### config.mk
export PLATFORM = sky130hd
export DESIGN_NAME = low_voltage_detect_control
export DESIGN_NICKNAME = d
export VERILOG_FILES = /design/src/core/lvd_pkg.sv /design/src/core/low_voltage_detect_control.sv
export VERILOG_INCLUDE_DIRS = /design/src /design/src/core
export SDC_FILE = /design/constraint.sdc
export NUM_CORES = 1
export LEC_CHECK = 0
export ABC_AREA = 1
export BUFFER_PORTS_ARGS = -buffer_cell sky130_fd_sc_hd__clkbuf_2
export CAP_MARGIN = 25
export CORE_MARGIN = 10
export CORE_UTILIZATION = 42
export CTS_BUF_LIST = sky130_fd_sc_hd__clkbuf_4 sky130_fd_sc_hd__clkbuf_8
export DETAILED_ROUTE_END_ITERATION = 10
export GPL_TIMING_DRIVEN = 1
export PLACE_DENSITY = 0.76
export SLEW_MARGIN = 20
export SYNTH_ARGS = -nofsm -noshare
export SYNTH_HDL_FRONTEND = slang
export SYNTH_SLANG_ARGS = --single-unit
export TNS_END_PERCENT = 5
### constraint.sdc
create_clock -name aclk -period 1.3 [get_ports aclk]
set_clock_uncertainty 0.1 [all_clocks]
set_input_delay 0.13 -clock aclk [delete_from_list [all_inputs] [get_ports aclk]]
set_output_delay 0.13 -clock aclk [all_outputs]
set_load 0.005 [all_outputs]
### src/core/lvd_cfg.svh
// Purpose: register map, field positions and reset values of the low voltage monitor
// Assumes: 32-bit AXI4-Lite data, one aligned word per register
// Notes: definitions only
`ifndef LVD_CFG_SVH
`define LVD_CFG_SVH

// ****************************************
// register offsets (byte addresses)
// ****************************************
`define LVD_OFF_CTRL 8'h00
`define LVD_OFF_STATUS 8'h04
`define LVD_OFF_CLEAR 8'h08
`define LVD_OFF_IRQ_EN 8'h0C
`define LVD_OFF_CORE 8'h10

// ****************************************
// control register fields
// ****************************************
`define LVD_TRIP_LSB 0
`define LVD_TRIP_MSB 3
`define LVD_PWR_BIT 4
`define LVD_STABLE_BIT 5
`define LVD_CTRL_RESET 5'h05
`define LVD_CODE_EXT 4'hF
`define LVD_CODE_RSVD 4'h0

// ****************************************
// event bits (status, clear, enable)
// ****************************************
`define LVD_EV_LOW 0
`define LVD_EV_STABLE 1
`define LVD_EV_W 2

// ****************************************
// core control register fields
// ****************************************
`define LVD_GIE_BIT 0

// ****************************************
// bus responses
// ****************************************
`define LVD_RESP_OKAY 2'h0
`define LVD_RESP_SLVERR 2'h2

`endif

### src/core/lvd_pkg.sv
// Purpose: types shared by the low voltage monitor control logic
// Assumes: nothing
// Notes: constants live in lvd_cfg.svh
package lvd_pkg;

  // monitor state, one-hot
  typedef enum logic [2:0]
  {
    ST_OFF = 3'b001,
    ST_SETTLE = 3'b010,
    ST_ARMED = 3'b100
  } mon_state_t;

  // drive toward the analog comparator, divider and input mux
  typedef struct packed
  {
    logic power_en;
    logic ext_sel;
    logic [14:0] tap_sel;
  } analog_ctrl_t;

  // raw asynchronous indications from the analog side
  typedef struct packed
  {
    logic supply_low;
    logic ref_stable;
    logic bor_ref_on;
  } analog_sense_t;

endpackage

### src/core/low_voltage_detect_control.sv
// Purpose: control logic of the on-chip low voltage monitor behind an AXI4-Lite slave
// Assumes: analog sense signals are asynchronous; sleep_mode comes from the core on aclk
// Notes: one-hot monitor state; sticky events with write-one clear and enable gating
//
// Design decisions made here: register access over AXI4-Lite and the register addresses.
`timescale 1ns/1ps
`include "lvd_cfg.svh"

module low_voltage_detect_control #(
  parameter int ADDR_W = 8
)
(
  input wire logic aclk,
  input wire logic aresetn,
  input wire logic [ADDR_W-1:0] awaddr,
  input wire logic [2:0] awprot,
  input wire logic awvalid,
  output logic awready,
  input wire logic [31:0] wdata,
  input wire logic [3:0] wstrb,
  input wire logic wvalid,
  output logic wready,
  output logic [1:0] bresp,
  output logic bvalid,
  input wire logic bready,
  input wire logic [ADDR_W-1:0] araddr,
  input wire logic [2:0] arprot,
  input wire logic arvalid,
  output logic arready,
  output logic [31:0] rdata,
  output logic [1:0] rresp,
  output logic rvalid,
  input wire logic rready,
  input wire lvd_pkg::analog_sense_t sense,
  output lvd_pkg::analog_ctrl_t analog_ctrl,
  input wire logic sleep_mode,
  output logic irq,
  output logic wake_request,
  output logic vector_branch
);

  // ****************************************
  // elaboration checks
  // ****************************************
  // the offset decode reads address bits 7:2
  if (ADDR_W < 8)
  begin : g_bad_addr
    $error("ADDR_W must be at least 8");
  end

  // ****************************************
  // functions
  // ****************************************
  function automatic lvd_pkg::analog_ctrl_t decode_ctrl(input logic [4:0] c);
    lvd_pkg::analog_ctrl_t r;
    r = '0;
    r.power_en = c[`LVD_PWR_BIT];
    if (c[`LVD_TRIP_MSB:`LVD_TRIP_LSB] == `LVD_CODE_EXT)
    begin
      r.ext_sel = 1'b1;
    end
    else if (c[`LVD_TRIP_MSB:`LVD_TRIP_LSB] != `LVD_CODE_RSVD)
    begin
      r.tap_sel = 15'h0001 << c[`LVD_TRIP_MSB:`LVD_TRIP_LSB];
    end
    return r;
  endfunction

  function automatic logic [7:0] word_ofs(input logic [ADDR_W-1:0] a);
    return {a[7:2], 2'b00};
  endfunction

  // ****************************************
  // synchronisers
  // ****************************************
  logic [2:0] sense_s1_q;
  logic [2:0] sense_s2_q;
  logic low_s2;
  logic ref_s2;
  logic bor_s2;

  always_ff @(posedge aclk)
  begin
    if (!aresetn)
    begin
      sense_s1_q <= 3'h0;
      sense_s2_q <= 3'h0;
    end
    else
    begin
      sense_s1_q <= sense;
      sense_s2_q <= sense_s1_q;
    end
  end

  assign low_s2 = sense_s2_q[2];
  assign ref_s2 = sense_s2_q[1];
  assign bor_s2 = sense_s2_q[0];

  // ****************************************
  // register state
  // ****************************************
  logic [4:0] ctrl_q, ctrl_d;
  logic [`LVD_EV_W-1:0] status_q, status_d;
  logic [`LVD_EV_W-1:0] irq_en_q, irq_en_d;
  logic gie_q, gie_d;
  lvd_pkg::mon_state_t state_q, state_d;
  lvd_pkg::analog_ctrl_t actl_q, actl_d;
  logic aw_full_q, aw_full_d;
  logic w_full_q, w_full_d;
  logic [7:0] waddr_q, waddr_d;
  logic [31:0] wdata_q, wdata_d;
  logic wstrb0_q, wstrb0_d;
  logic bvalid_q, bvalid_d;
  logic [1:0] bresp_q, bresp_d;
  logic rvalid_q, rvalid_d;
  logic [1:0] rresp_q, rresp_d;
  logic [31:0] rdata_q, rdata_d;
  logic wake_q, wake_d;
  logic vector_q, vector_d;
  logic low_prev_q, low_prev_d;
  logic stable_now;
  logic low_ev;
  logic low_edge;
  logic stable_ev;
  logic do_write;
  logic do_read;
  logic [`LVD_EV_W-1:0] clr;

  assign awready = !aw_full_q && !bvalid_q;
  assign wready = !w_full_q && !bvalid_q;
  assign arready = !rvalid_q;
  assign do_write = aw_full_q && w_full_q && !bvalid_q;
  assign do_read = arvalid && arready;

  // reference counts as stable from its own indicator, or at once when the shared circuit keeps it running
  assign stable_now = ref_s2 || bor_s2;
  assign low_ev = (state_q == lvd_pkg::ST_ARMED) && low_s2;
  assign stable_ev = (state_q == lvd_pkg::ST_SETTLE) && stable_now && ctrl_q[`LVD_PWR_BIT];
  // a wake follows each crossing once, not every cycle the supply stays low
  assign low_edge = low_ev && !low_prev_q;

  // ****************************************
  // next-state logic
  // ****************************************
  always_comb
  begin
    ctrl_d = ctrl_q;
    irq_en_d = irq_en_q;
    gie_d = gie_q;
    clr = '0;
    aw_full_d = aw_full_q;
    w_full_d = w_full_q;
    waddr_d = waddr_q;
    wdata_d = wdata_q;
    wstrb0_d = wstrb0_q;
    bvalid_d = bvalid_q;
    bresp_d = bresp_q;
    rvalid_d = rvalid_q;
    rresp_d = rresp_q;
    rdata_d = rdata_q;
    if (awvalid && awready)
    begin
      aw_full_d = 1'b1;
      waddr_d = word_ofs(awaddr);
    end
    if (wvalid && wready)
    begin
      w_full_d = 1'b1;
      wdata_d = wdata;
      wstrb0_d = wstrb[0];
    end
    if (do_write)
    begin
      aw_full_d = 1'b0;
      w_full_d = 1'b0;
      bvalid_d = 1'b1;
      bresp_d = `LVD_RESP_OKAY;
      case (waddr_q)
        `LVD_OFF_CTRL:
        begin
          if (wstrb0_q)
          begin
            ctrl_d = wdata_q[4:0];
          end
        end
        `LVD_OFF_CLEAR:
        begin
          if (wstrb0_q)
          begin
            clr = wdata_q[`LVD_EV_W-1:0];
          end
        end
        `LVD_OFF_IRQ_EN:
        begin
          if (wstrb0_q)
          begin
            irq_en_d = wdata_q[`LVD_EV_W-1:0];
          end
        end
        `LVD_OFF_CORE:
        begin
          if (wstrb0_q)
          begin
            gie_d = wdata_q[`LVD_GIE_BIT];
          end
        end
        `LVD_OFF_STATUS:
        begin
          bresp_d = `LVD_RESP_OKAY;
        end
        default:
        begin
          bresp_d = `LVD_RESP_SLVERR;
        end
      endcase
    end
    else if (bvalid_q && bready)
    begin
      bvalid_d = 1'b0;
    end
    if (do_read)
    begin
      rvalid_d = 1'b1;
      rresp_d = `LVD_RESP_OKAY;
      rdata_d = 32'h0000_0000;
      case (word_ofs(araddr))
        `LVD_OFF_CTRL:
        begin
          rdata_d[4:0] = ctrl_q;
          rdata_d[`LVD_STABLE_BIT] = (state_q == lvd_pkg::ST_ARMED);
        end
        `LVD_OFF_STATUS:
        begin
          rdata_d[`LVD_EV_W-1:0] = status_q;
        end
        `LVD_OFF_CLEAR:
        begin
          rdata_d = 32'h0000_0000;
        end
        `LVD_OFF_IRQ_EN:
        begin
          rdata_d[`LVD_EV_W-1:0] = irq_en_q;
        end
        `LVD_OFF_CORE:
        begin
          rdata_d[`LVD_GIE_BIT] = gie_q;
        end
        default:
        begin
          rresp_d = `LVD_RESP_SLVERR;
        end
      endcase
    end
    else if (rvalid_q && rready)
    begin
      rvalid_d = 1'b0;
    end
    // a new event wins over a clear in the same cycle
    status_d = (status_q & ~clr) | {stable_ev, low_ev};
    actl_d = decode_ctrl(ctrl_d);
    low_prev_d = low_ev;
    wake_d = sleep_mode && low_edge;
    vector_d = sleep_mode && low_edge && gie_q;
  end

  always_comb
  begin
    state_d = state_q;
    case (state_q)
      lvd_pkg::ST_OFF:
      begin
        if (ctrl_q[`LVD_PWR_BIT])
        begin
          state_d = lvd_pkg::ST_SETTLE;
        end
      end
      lvd_pkg::ST_SETTLE:
      begin
        if (!ctrl_q[`LVD_PWR_BIT])
        begin
          state_d = lvd_pkg::ST_OFF;
        end
        else if (stable_now)
        begin
          state_d = lvd_pkg::ST_ARMED;
        end
      end
      lvd_pkg::ST_ARMED:
      begin
        if (!ctrl_q[`LVD_PWR_BIT])
        begin
          state_d = lvd_pkg::ST_OFF;
        end
        else if (!stable_now)
        begin
          state_d = lvd_pkg::ST_SETTLE;
        end
      end
      default:
      begin
        state_d = lvd_pkg::ST_OFF;
      end
    endcase
  end

  // ****************************************
  // registers
  // ****************************************
  always_ff @(posedge aclk)
  begin
    if (!aresetn)
    begin
      ctrl_q <= `LVD_CTRL_RESET;
      status_q <= '0;
      irq_en_q <= '0;
      gie_q <= 1'b0;
      state_q <= lvd_pkg::ST_OFF;
      actl_q <= decode_ctrl(`LVD_CTRL_RESET);
      aw_full_q <= 1'b0;
      w_full_q <= 1'b0;
      waddr_q <= 8'h00;
      wdata_q <= 32'h0000_0000;
      wstrb0_q <= 1'b0;
      bvalid_q <= 1'b0;
      bresp_q <= 2'h0;
      rvalid_q <= 1'b0;
      rresp_q <= 2'h0;
      rdata_q <= 32'h0000_0000;
      wake_q <= 1'b0;
      vector_q <= 1'b0;
      low_prev_q <= 1'b0;
    end
    else
    begin
      ctrl_q <= ctrl_d;
      status_q <= status_d;
      irq_en_q <= irq_en_d;
      gie_q <= gie_d;
      state_q <= state_d;
      actl_q <= actl_d;
      aw_full_q <= aw_full_d;
      w_full_q <= w_full_d;
      waddr_q <= waddr_d;
      wdata_q <= wdata_d;
      wstrb0_q <= wstrb0_d;
      bvalid_q <= bvalid_d;
      bresp_q <= bresp_d;
      rvalid_q <= rvalid_d;
      rresp_q <= rresp_d;
      rdata_q <= rdata_d;
      wake_q <= wake_d;
      vector_q <= vector_d;
      low_prev_q <= low_prev_d;
    end
  end

  assign bvalid = bvalid_q;
  assign bresp = bresp_q;
  assign rvalid = rvalid_q;
  assign rresp = rresp_q;
  assign rdata = rdata_q;
  assign analog_ctrl = actl_q;
  assign irq = |(status_q & irq_en_q);
  assign wake_request = wake_q;
  assign vector_branch = vector_q;
endmodule // low_voltage_detect_control

==> flow_metrics.tcl, run 1 <==
set metrics [dict create \
    num_io_pins 130 \
    n_antenna_cell 0 \
    insertion_delay_ps 340 \
    via_per_inst 4.42 \
    antenna_found_initial 0 \
    period_share_pct 114 \
    timing.rr.end "analog_ctrl[4]" \
    slowest_delay_ps 320 \
    rsz0062_at_grt "true" \
    cp.arrival_ps 1660 \
    r2r-start "bvalid" \
    io_buffers 61 \
    routed_wl_um 6200 \
    critPathKind "reg -> reg" \
    first_pass_iters 4 \
    critPathSlowestCell "dfxtp_2" \
    final_common_cell "clkbuf_2" \
    power.internal_w 0.00312 \
    crit_chain "inv_2 > nand3_4 > nor2_4 > nand3_4 > o21ai_4 > buf_6 > nand3_1 > nor2_1" \
    wire_per_inst_um 11.8 \
    core-area_um2 5960 \
    comb_power_share_pct 13.9 \
    cts_root_buffer "clkbuf_8" \
    dp_hpwl_um 4740 \
    failed_checks "negative setup slack" \
    grt_first_pass_wirelength_um 10300 \
    maxCapViolCount 0 \
    rr_worst_depth 8 \
    clock_sinks 62 \
    ant_nets 0 \
    final_net_count 516 \
    synth.distinct_cells 30 \
    chipWidth_um 98.5 \
    path_buf_inv 2 \
    whs_endpoint "rvalid" \
    max-vdd-ir-drop_v 0.000784 \
    cp-end-kind "flop" \
    hold_violations 0 \
    clk_path_buf_depth 2 \
    syn_to_final_growth_pct 36.4 \
    slew_viol_final 0 \
    p_sw_share_pct 25.3 \
    clock.fmax_ghz 0.673 \
    gp_congestion 0.844 \
    grt_max_degree 17 \
    fin_ws_ps -186 \
    p_sw_w 0.00106 \
    dieArea_um2 9700 \
    synth_enable_flop_cells 0 \
    cp.required_ps 1480 \
    clkSlewWorstSetupHoldPaths_ps 70 \
    drc_errors 0 \
    yosysSeqAreaShare_pct 48.0 \
    drive_above_1_share_pct 33.0 \
    grt_usage_pct 12.8 \
    hp-class "in -> reg" \
    synth_area_um2 2590 \
    p_per_area_nw_per_um2 1190 \
    synth_ff_type "dfxtp_1" \
    grt_pass1_vias 2340 \
    synth_warnings 0 \
    grt_overflow 0 \
    seqPwrFrac_pct 48.8 \
    r2r_slack_ps -190 \
    rows 28 \
    dp_slack_ps -150 \
    finalSetupViolations 18 \
    syn_inst 334 \
    numCtsBuffers 9 \
    crit_fanout 6 \
    holdPathStages 3 \
    h-tree-depth 3 \
    avgSynthCellArea_um2 7.74 \
    worstSetupStartpointType "flop" \
    worstHoldStart "rready" \
    status "complete, but fails checks" \
    ys_ff_latch 62 \
    finalCriticalPeriod_ps 1490 \
    leakage_nw 1.69 \
    tritoncts "yes" \
    start_util_pct 43.4 \
    fp.dieH_um 98.5 \
    synth-async-reset-ratio_pct 0 \
    route.vias.total 2327 \
    cpMostUsedCell "nand3_4" \
    cp_top_family "simple AND/OR/NAND/NOR gates" \
    final_cell_mix "60 x clkbuf_2, 56 x dfxtp_1, 45 x nor2_1" \
    p_clk_share_pct 37.3 \
    final_core_util_pct 59.2 \
    drt_iter0_drc 59 \
]
kinds of logic (layout without fill, tap and decap cells):
family,Yosys count,in the layout,share of synthesized area (%)
other,1,29,0.145
buffers and inverters,76,166,15.6
DFF,62,62,48.0
AOI/OAI and AO/OA,51,51,10.7
and+or+nand+nor,144,144,25.6
power by group through the flow:
stage	clock network [W]	logic (W)	registers, W
global placement	0	0.000492	0.00207
floorplan	0	0.000359	0.00207
CTS	0.00161	0.000556	0.00204
detailed placement	0	0.000502	0.00208
global route	0.00169	0.000657	0.00205
finish	0.00156	0.000581	0.00204
state kept, by name, summed over array words and instances (netlist names):
| signal | flops |
|---|---|
| analog_ctrl | 16 |
| rdata | 6 |
| waddr_q | 6 |
| ctrl_q | 5 |
| wdata_q | 5 |
| sense_s1_q | 3 |
| sense_s2_q | 3 |
| state_q | 3 |
| irq_en_q | 2 |
| status_q | 2 |
| aw_full_q | 1 |
| bresp | 1 |
| bvalid | 1 |
| gie_q | 1 |
| low_prev_q | 1 |
| rresp | 1 |
| rvalid | 1 |
| vector_branch | 1 |
| w_full_q | 1 |
| wake_request | 1 |
| wstrb0_q | 1 |
worst reg2reg max path, cell delays in order (launching register included):
cell	delay [ps]
dfxtp_2	320
inv_2	60
nand3_4	80
nor2_4	190
nand3_4	130
o21ai_4	250
buf_6	140
nand3_1	50
nor2_1	100
stage by stage:
stage / hold slack (ps) / instances / setup TNS (ps) / instance area, um^2 / total power, W
finish: 16.9 / 527 / -2370 / 3530 / 0.00418
global route: 27.5 / 527 / -4690 / 3530 / 0.00440
CTS: 6.57 / 525 / -1890 / 3460 / 0.00420
detailed placement: 218 / 491 / -2010 / 3060 / 0.00258
global placement: 221 / 491 / -1290 / 3060 / 0.00257
floorplan: 128 / 362 / -684 / 2690 / 0.00243
final cells by class:
type | instances | area [um^2]
Sequential cell | 62 | 1250
Clock inverter | 3 | 17.5
Timing Repair Buffer | 110 | 726
Fill cell | 546 | 2430
Clock buffer | 13 | 173
Tap cell | 75 | 93.8
Multi-Input combinational cell | 224 | 1120
Inverter | 40 | 150
metal layers:
layer / track usage [%] / wire length [um]
met4: 4.85 / 93
met3: 6.35 / 439
met2: 22.6 / 3100
met5: 0 / 0
met1: 12.7 / 2570
cells in the mapped netlist (2+ instances only):
master	n	share of area (%)
a21oi_1	20	3.9
nor3_1	6	1.2
nor2_1	51	7.4
o21a_1	2	0.58
nand2_2	4	0.97
buf_4	29	8.4
nor2_4	2	0.87
inv_2	2	0.29
o21ai_0	25	4.8
nand3_1	13	2.5
inv_1	37	5.4
nand3_4	2	1.4
nand2_1	51	7.4
dfxtp_1	62	48
clkbuf_1	5	0.73
nand4_1	9	2.2
worst max path at each step:
stage	endpoint	cells past startpoint	startpoint	slack [ps]
3_5_place_dp	analog_ctrl[8]	6	w_full_q	-150
6_report	analog_ctrl[4]	8	bvalid	-190
5_1_grt	analog_ctrl[4]	8	bvalid	-280
3_3_place_gp	analog_ctrl[8]	8	waddr_q[5]	-120
4_1_cts	analog_ctrl[1]	8	bvalid	-140
2_1_floorplan	analog_ctrl[10]	8	waddr_q[6]	-80
what timing repair did:
action	CTS	global route
endpoints found under the hold margin	18	0
pin swaps	3	7
hold buffers	17	0
setup buffers	1	2
resized for setup	17	21
setup endpoints to repair	24	48
No activity file was read; power rests on OpenSTA's default activity.
==> run 2, diff against run 1 <==
--- a/config.mk
+++ b/config.mk
@@ -10,11 +10,11 @@
 export BUFFER_PORTS_ARGS = -buffer_cell sky130_fd_sc_hd__clkbuf_2
 export CAP_MARGIN = 25
 export CORE_MARGIN = 10
-export CORE_UTILIZATION = 42
-export CTS_BUF_LIST = sky130_fd_sc_hd__clkbuf_4 sky130_fd_sc_hd__clkbuf_8
+export CORE_UTILIZATION = 45
+export CTS_BUF_LIST = sky130_fd_sc_hd__clkbuf_8
 export DETAILED_ROUTE_END_ITERATION = 10
 export GPL_TIMING_DRIVEN = 1
-export PLACE_DENSITY = 0.76
+export PLACE_DENSITY = 0.78
 export SLEW_MARGIN = 20
 export SYNTH_ARGS = -nofsm -noshare
 export SYNTH_HDL_FRONTEND = slang
==> constraint.sdc (replaced) <==
create_clock -name aclk -period 1.39 [get_ports aclk]
set_clock_uncertainty 0.1 [all_clocks]
set_input_delay 0.139 -clock aclk [delete_from_list [all_inputs] [get_ports aclk]]
set_output_delay 0.139 -clock aclk [all_outputs]
set_load 0.005 [all_outputs]
==> flow_metrics.tcl, run 2 (synthesis gave the netlist of run 1 again) <==
set metrics [dict create \
    status "complete, but fails checks" \
    failed_checks "negative setup slack" \
    grt_pass1_vias 2363 \
    gp_congestion 0.826 \
    grt_max_degree 17 \
    finalCriticalPeriod_ps 1460 \
    slew_viol_final 0 \
    crit_fanout 7 \
    syn_to_final_growth_pct 34.3 \
    finalInstanceArea_um2 3470 \
    first_pass_iters 5 \
    max-vdd-ir-drop_v 0.000659 \
    route.vias.total 2343 \
    drive_above_1_share_pct 32.5 \
    dp_slack_ps -78.2 \
    drc_errors 0 \
    h-tree-depth 3 \
    clk_path_buf_depth 2 \
    final_common_cell "clkbuf_2" \
    start_util_pct 46.7 \
    p_per_area_nw_per_um2 1130 \
    core-area_um2 5540 \
    dieArea_um2 9180 \
    routed_wl_um 6340 \
    ant_nets 0 \
    clkSlewWorstSetupHoldPaths_ps 70 \
    clock_sinks 62 \
    grt_usage_pct 13.9 \
    critPathKind "reg -> reg" \
    numCtsBuffers 9 \
    insertion_delay_ps 340 \
    num_io_pins 130 \
    largest_reg_flops 16 \
    clock.fmax_ghz 0.683 \
    fin_ws_ps -74.9 \
    cp.arrival_ps 1620 \
    fillers 500 \
    tritoncts "yes" \
    maxCapViolCount 0 \
    p_total_w 0.00394 \
    grt_overflow 0 \
    cp-end-kind "flop" \
    rsz0062_at_grt "true" \
    via_per_inst 4.55 \
    dp_hpwl_um 4700 \
    io_buffers 61 \
    grt_first_pass_wirelength_um 10200 \
    period_share_pct 105 \
    hp-class "in -> reg" \
    final_net_count 507 \
    wire_per_inst_um 12.3 \
    n_antenna_cell 0 \
    cp.required_ps 1540 \
    hold_violations 0 \
    drt_iter0_drc 92 \
    final_cell_mix "61 x clkbuf_2, 56 x dfxtp_1, 47 x nor2_1" \
    worstSetupStartpointType "flop" \
    fp.dieH_um 95.8 \
    rows 27 \
    antenna_found_initial 0 \
    leakage_nw 1.65 \
    chipWidth_um 95.8 \
    postPlaceCellArea_um2 2980 \
    finalSetupViolations 15 \
    cts_root_buffer "clkbuf_8" \
]
run 2: layout make-up:
type | instances | area, um^2 | area share [%]
flip-flops and latches | 62 | 1250 | 36.0
multi-input cells | 224 | 1140 | 32.8
repair buffers | 101 | 656 | 18.9
inverters | 40 | 150 | 4.32
clock buffers | 9 | 124 | 3.57
well taps | 72 | 90.1 | 2.59
clock inverters | 7 | 65.1 | 1.87
run 2: path summary, 6_finish.rpt:
| path | to | start | slack, ps | cells past startpoint |
|---|---|---|---|---|
| max | analog_ctrl[8] | waddr_q[7] | -70 | 7 |
| min | rvalid | rready | 20 | 3 |
| max reg2reg | analog_ctrl[8] | waddr_q[7] | -70 | 7 |
| min reg2reg | sense_s2_q[1] | sense_s1_q[1] | 320 | 2 |
run 2: worst max-delay path, stage by stage (launching register included):
cell	delay (ps)
dfxtp_2	330
nor2_4	110
and2_4	200
nand3_4	110
nand2_2	110
o21ai_4	90
buf_4	140
nor3_1	180
run 2: routing by layer:
metal  part of all wire [%]  vias to the layer above  routed length, um  GRT usage, %
li1                       -                     1215                  -             -
met1                     39                     1047               2480          14.7
met2                     51                       68               3250          24.3
met3                    7.3                       13                462          4.05
met4                    2.3                        0                144          7.62
met5                      0                        -                  0             0
run 2: power breakdown:
part | switching [W] | total, W | internal, W | leakage [nW]
clock network | 0.000687 | 0.00150 | 0.000813 | 0.0948
logic | 0.000289 | 0.000524 | 0.000235 | 1.04
registers | 0.0000536 | 0.00191 | 0.00186 | 0.508
total | 0.00103 | 0.00394 | 0.00291 | 1.65
run 2: what timing repair did:
action,in CTS,in global routing
endpoints found under the setup margin,16,37
pin swaps,3,8
resized for setup,7,34
buffers inserted,1,3
endpoints found under the hold margin,18,0
hold buffers,17,0
run 2: metrics by stage:
step | hold slack, ps | instances | utilization (%) | setup TNS [ps]
after floorplan | 137 | 362 | - | 0
after global placement | 221 | 478 | 53.7 | -192
after detailed placement | 231 | 478 | 53.7 | -672
after CTS | 1.77 | 512 | 60.7 | -745
after global routing | 26.9 | 515 | 62.7 | -2330
final | 16.5 | 515 | 62.7 | -608
==> run 3, diff against run 2 <==
--- a/config.mk
+++ b/config.mk
@@ -7,14 +7,15 @@
 export NUM_CORES = 1
 export LEC_CHECK = 0
 export ABC_AREA = 1
+export ABC_CLOCK_PERIOD_IN_PS = 1390
 export BUFFER_PORTS_ARGS = -buffer_cell sky130_fd_sc_hd__clkbuf_2
 export CAP_MARGIN = 25
 export CORE_MARGIN = 10
-export CORE_UTILIZATION = 45
+export CORE_UTILIZATION = 47
 export CTS_BUF_LIST = sky130_fd_sc_hd__clkbuf_8
 export DETAILED_ROUTE_END_ITERATION = 10
 export GPL_TIMING_DRIVEN = 1
-export PLACE_DENSITY = 0.78
+export PLACE_DENSITY = 0.81
 export SLEW_MARGIN = 20
 export SYNTH_ARGS = -nofsm -noshare
 export SYNTH_HDL_FRONTEND = slang
==> flow_metrics.tcl, run 3 (synthesis gave the netlist of run 1 again) <==
set metrics [dict create \
    p_per_area_nw_per_um2 1270 \
    grt_overflow 0 \
    clock.fmax_ghz 0.676 \
    num_io_pins 130 \
    critPathSlowestCell "dfxtp_1" \
    failed_checks "negative setup slack" \
    drive_above_1_share_pct 31.6 \
    finalSetupViolations 18 \
    cp-end-kind "flop" \
    crit_fanout 5 \
    leakage_nw 1.67 \
    final_net_count 504 \
    wl_met2_um 3450 \
    largest_reg_flops 16 \
    final_cell_mix "61 x clkbuf_2, 56 x dfxtp_1, 47 x nor2_1" \
    chipWidth_um 94.2 \
    hold_violations 0 \
    top_layer "met4" \
    cp.arrival_ps 1650 \
    routed_wl_um 6690 \
    io_buffers 61 \
    antenna_found_initial 0 \
    rows 26 \
    rsz0062_at_grt "true" \
    crit_chain "inv_2 > nand2_2 > nor2_4 > nand3_4 > o21ai_4 > buf_6 > nand3_1 > nor2_1" \
    tritoncts "yes" \
    fin_cells 510 \
    wire_per_inst_um 13.1 \
    h-tree-depth 3 \
    drt_iter0_drc 76 \
    cts_root_buffer "clkbuf_8" \
    critPathKind "reg -> reg" \
    finalInstanceArea_um2 3490 \
    final_core_util_pct 66.7 \
    finalCriticalPeriod_ps 1480 \
    fin_ws_ps -88.3 \
    period_share_pct 106 \
    maxCapViolCount 0 \
    cp_top_family "simple AND/OR/NAND/NOR gates" \
    slew_viol_final 0 \
    drc_errors 0 \
    first_pass_iters 4 \
    status "complete, but fails checks" \
    cp.required_ps 1560 \
    core-area_um2 5240 \
    ant_nets 0 \
    path_buf_inv 2 \
    route.vias.total 2365 \
    p_clk_share_pct 45.4 \
    numCtsBuffers 9 \
    max-vdd-ir-drop_v 0.000862 \
    n_antenna_cell 0 \
    worstSetupStartpointType "flop" \
    slowest_delay_ps 320 \
    via_per_inst 4.64 \
    dieArea_um2 8870 \
    p_sw_w 0.00106 \
    dp_hpwl_um 4710 \
    clock_sinks 62 \
    fp.dieH_um 94.2 \
    gp_congestion 0.843 \
    dp_cells 477 \
    grt_pass1_vias 2377 \
    postPlaceCellArea_um2 2980 \
    p_total_w 0.00443 \
    seqPwrFrac_pct 43.1 \
    comb_power_share_pct 11.4 \
    start_util_pct 49.4 \
    drt-met1-wl_um 2620 \
    insertion_delay_ps 340 \
    syn_to_final_growth_pct 35.1 \
    final_common_cell "clkbuf_2" \
    hp-class "in -> reg" \
    grt_usage_pct 15.2 \
    power.internal_w 0.00337 \
    p_sw_share_pct 23.9 \
    clk_path_buf_depth 2 \
    wl_met3_um 467 \
    grt_max_degree 18 \
    clkSlewWorstSetupHoldPaths_ps 70 \
    grt_first_pass_wirelength_um 10700 \
]
[run 3: worst paths after layout]
path                      start              end  slack (ps)  cells past startpoint
hold / removal           rready           rvalid           8                      3
hold reg to reg   sense_s1_q[2]    sense_s2_q[2]         310                      2
setup reg to reg     waddr_q[5]  analog_ctrl[12]         -90                      8
setup / recovery     waddr_q[5]  analog_ctrl[12]         -90                      8
[run 3: worst min-delay path, stage by stage]
cell	delay (ps)
clkbuf_2	80
nor2_1	90
o21a_1	120
[run 3: metal layers]
metal,vias to the layer above,GRT usage (%)
met5,-,0
met4,0,6.96
met3,14,7.03
met2,69,26.4
met1,1075,15.2
li1,1207,-
[run 3: power groups by stage]
stage	combinational (W)	clock, W	sequential [W]
after global routing	0.000574	0.00210	0.00192
after CTS	0.000487	0.00203	0.00191
after detailed placement	0.000445	0	0.00194
after floorplan	0.000335	0	0.00194
after global placement	0.000430	0	0.00194
final	0.000506	0.00201	0.00191
[run 3: final cells by class]
class / count / area, um^2
clock buffers: 11 / 151
inverters: 40 / 150
clock inverters: 5 / 105
flip-flops and latches: 62 / 1250
fillers: 430 / 1740
well taps: 70 / 87.6
multi-input cells: 224 / 1130
repair buffers: 98 / 624
[run 3: repair_timing]
action                     CTS  global route
setup endpoints to repair   16            36
hold buffers                15             0
buffers inserted             2             0
gates resized for setup     11            24
pin swaps                    6             7
hold endpoints to repair    16             0
[run 3: stage by stage]
step                      setup slack (ps)  setup TNS, ps  hold WS [ps]
after global placement               -48.8           -279           225
after detailed placement             -78.7           -698           230
final                                -88.3           -595          7.67
after floorplan                       7.03              0           137
after global routing                  -170          -2380          11.4
after CTS                            -56.2           -682         0.280
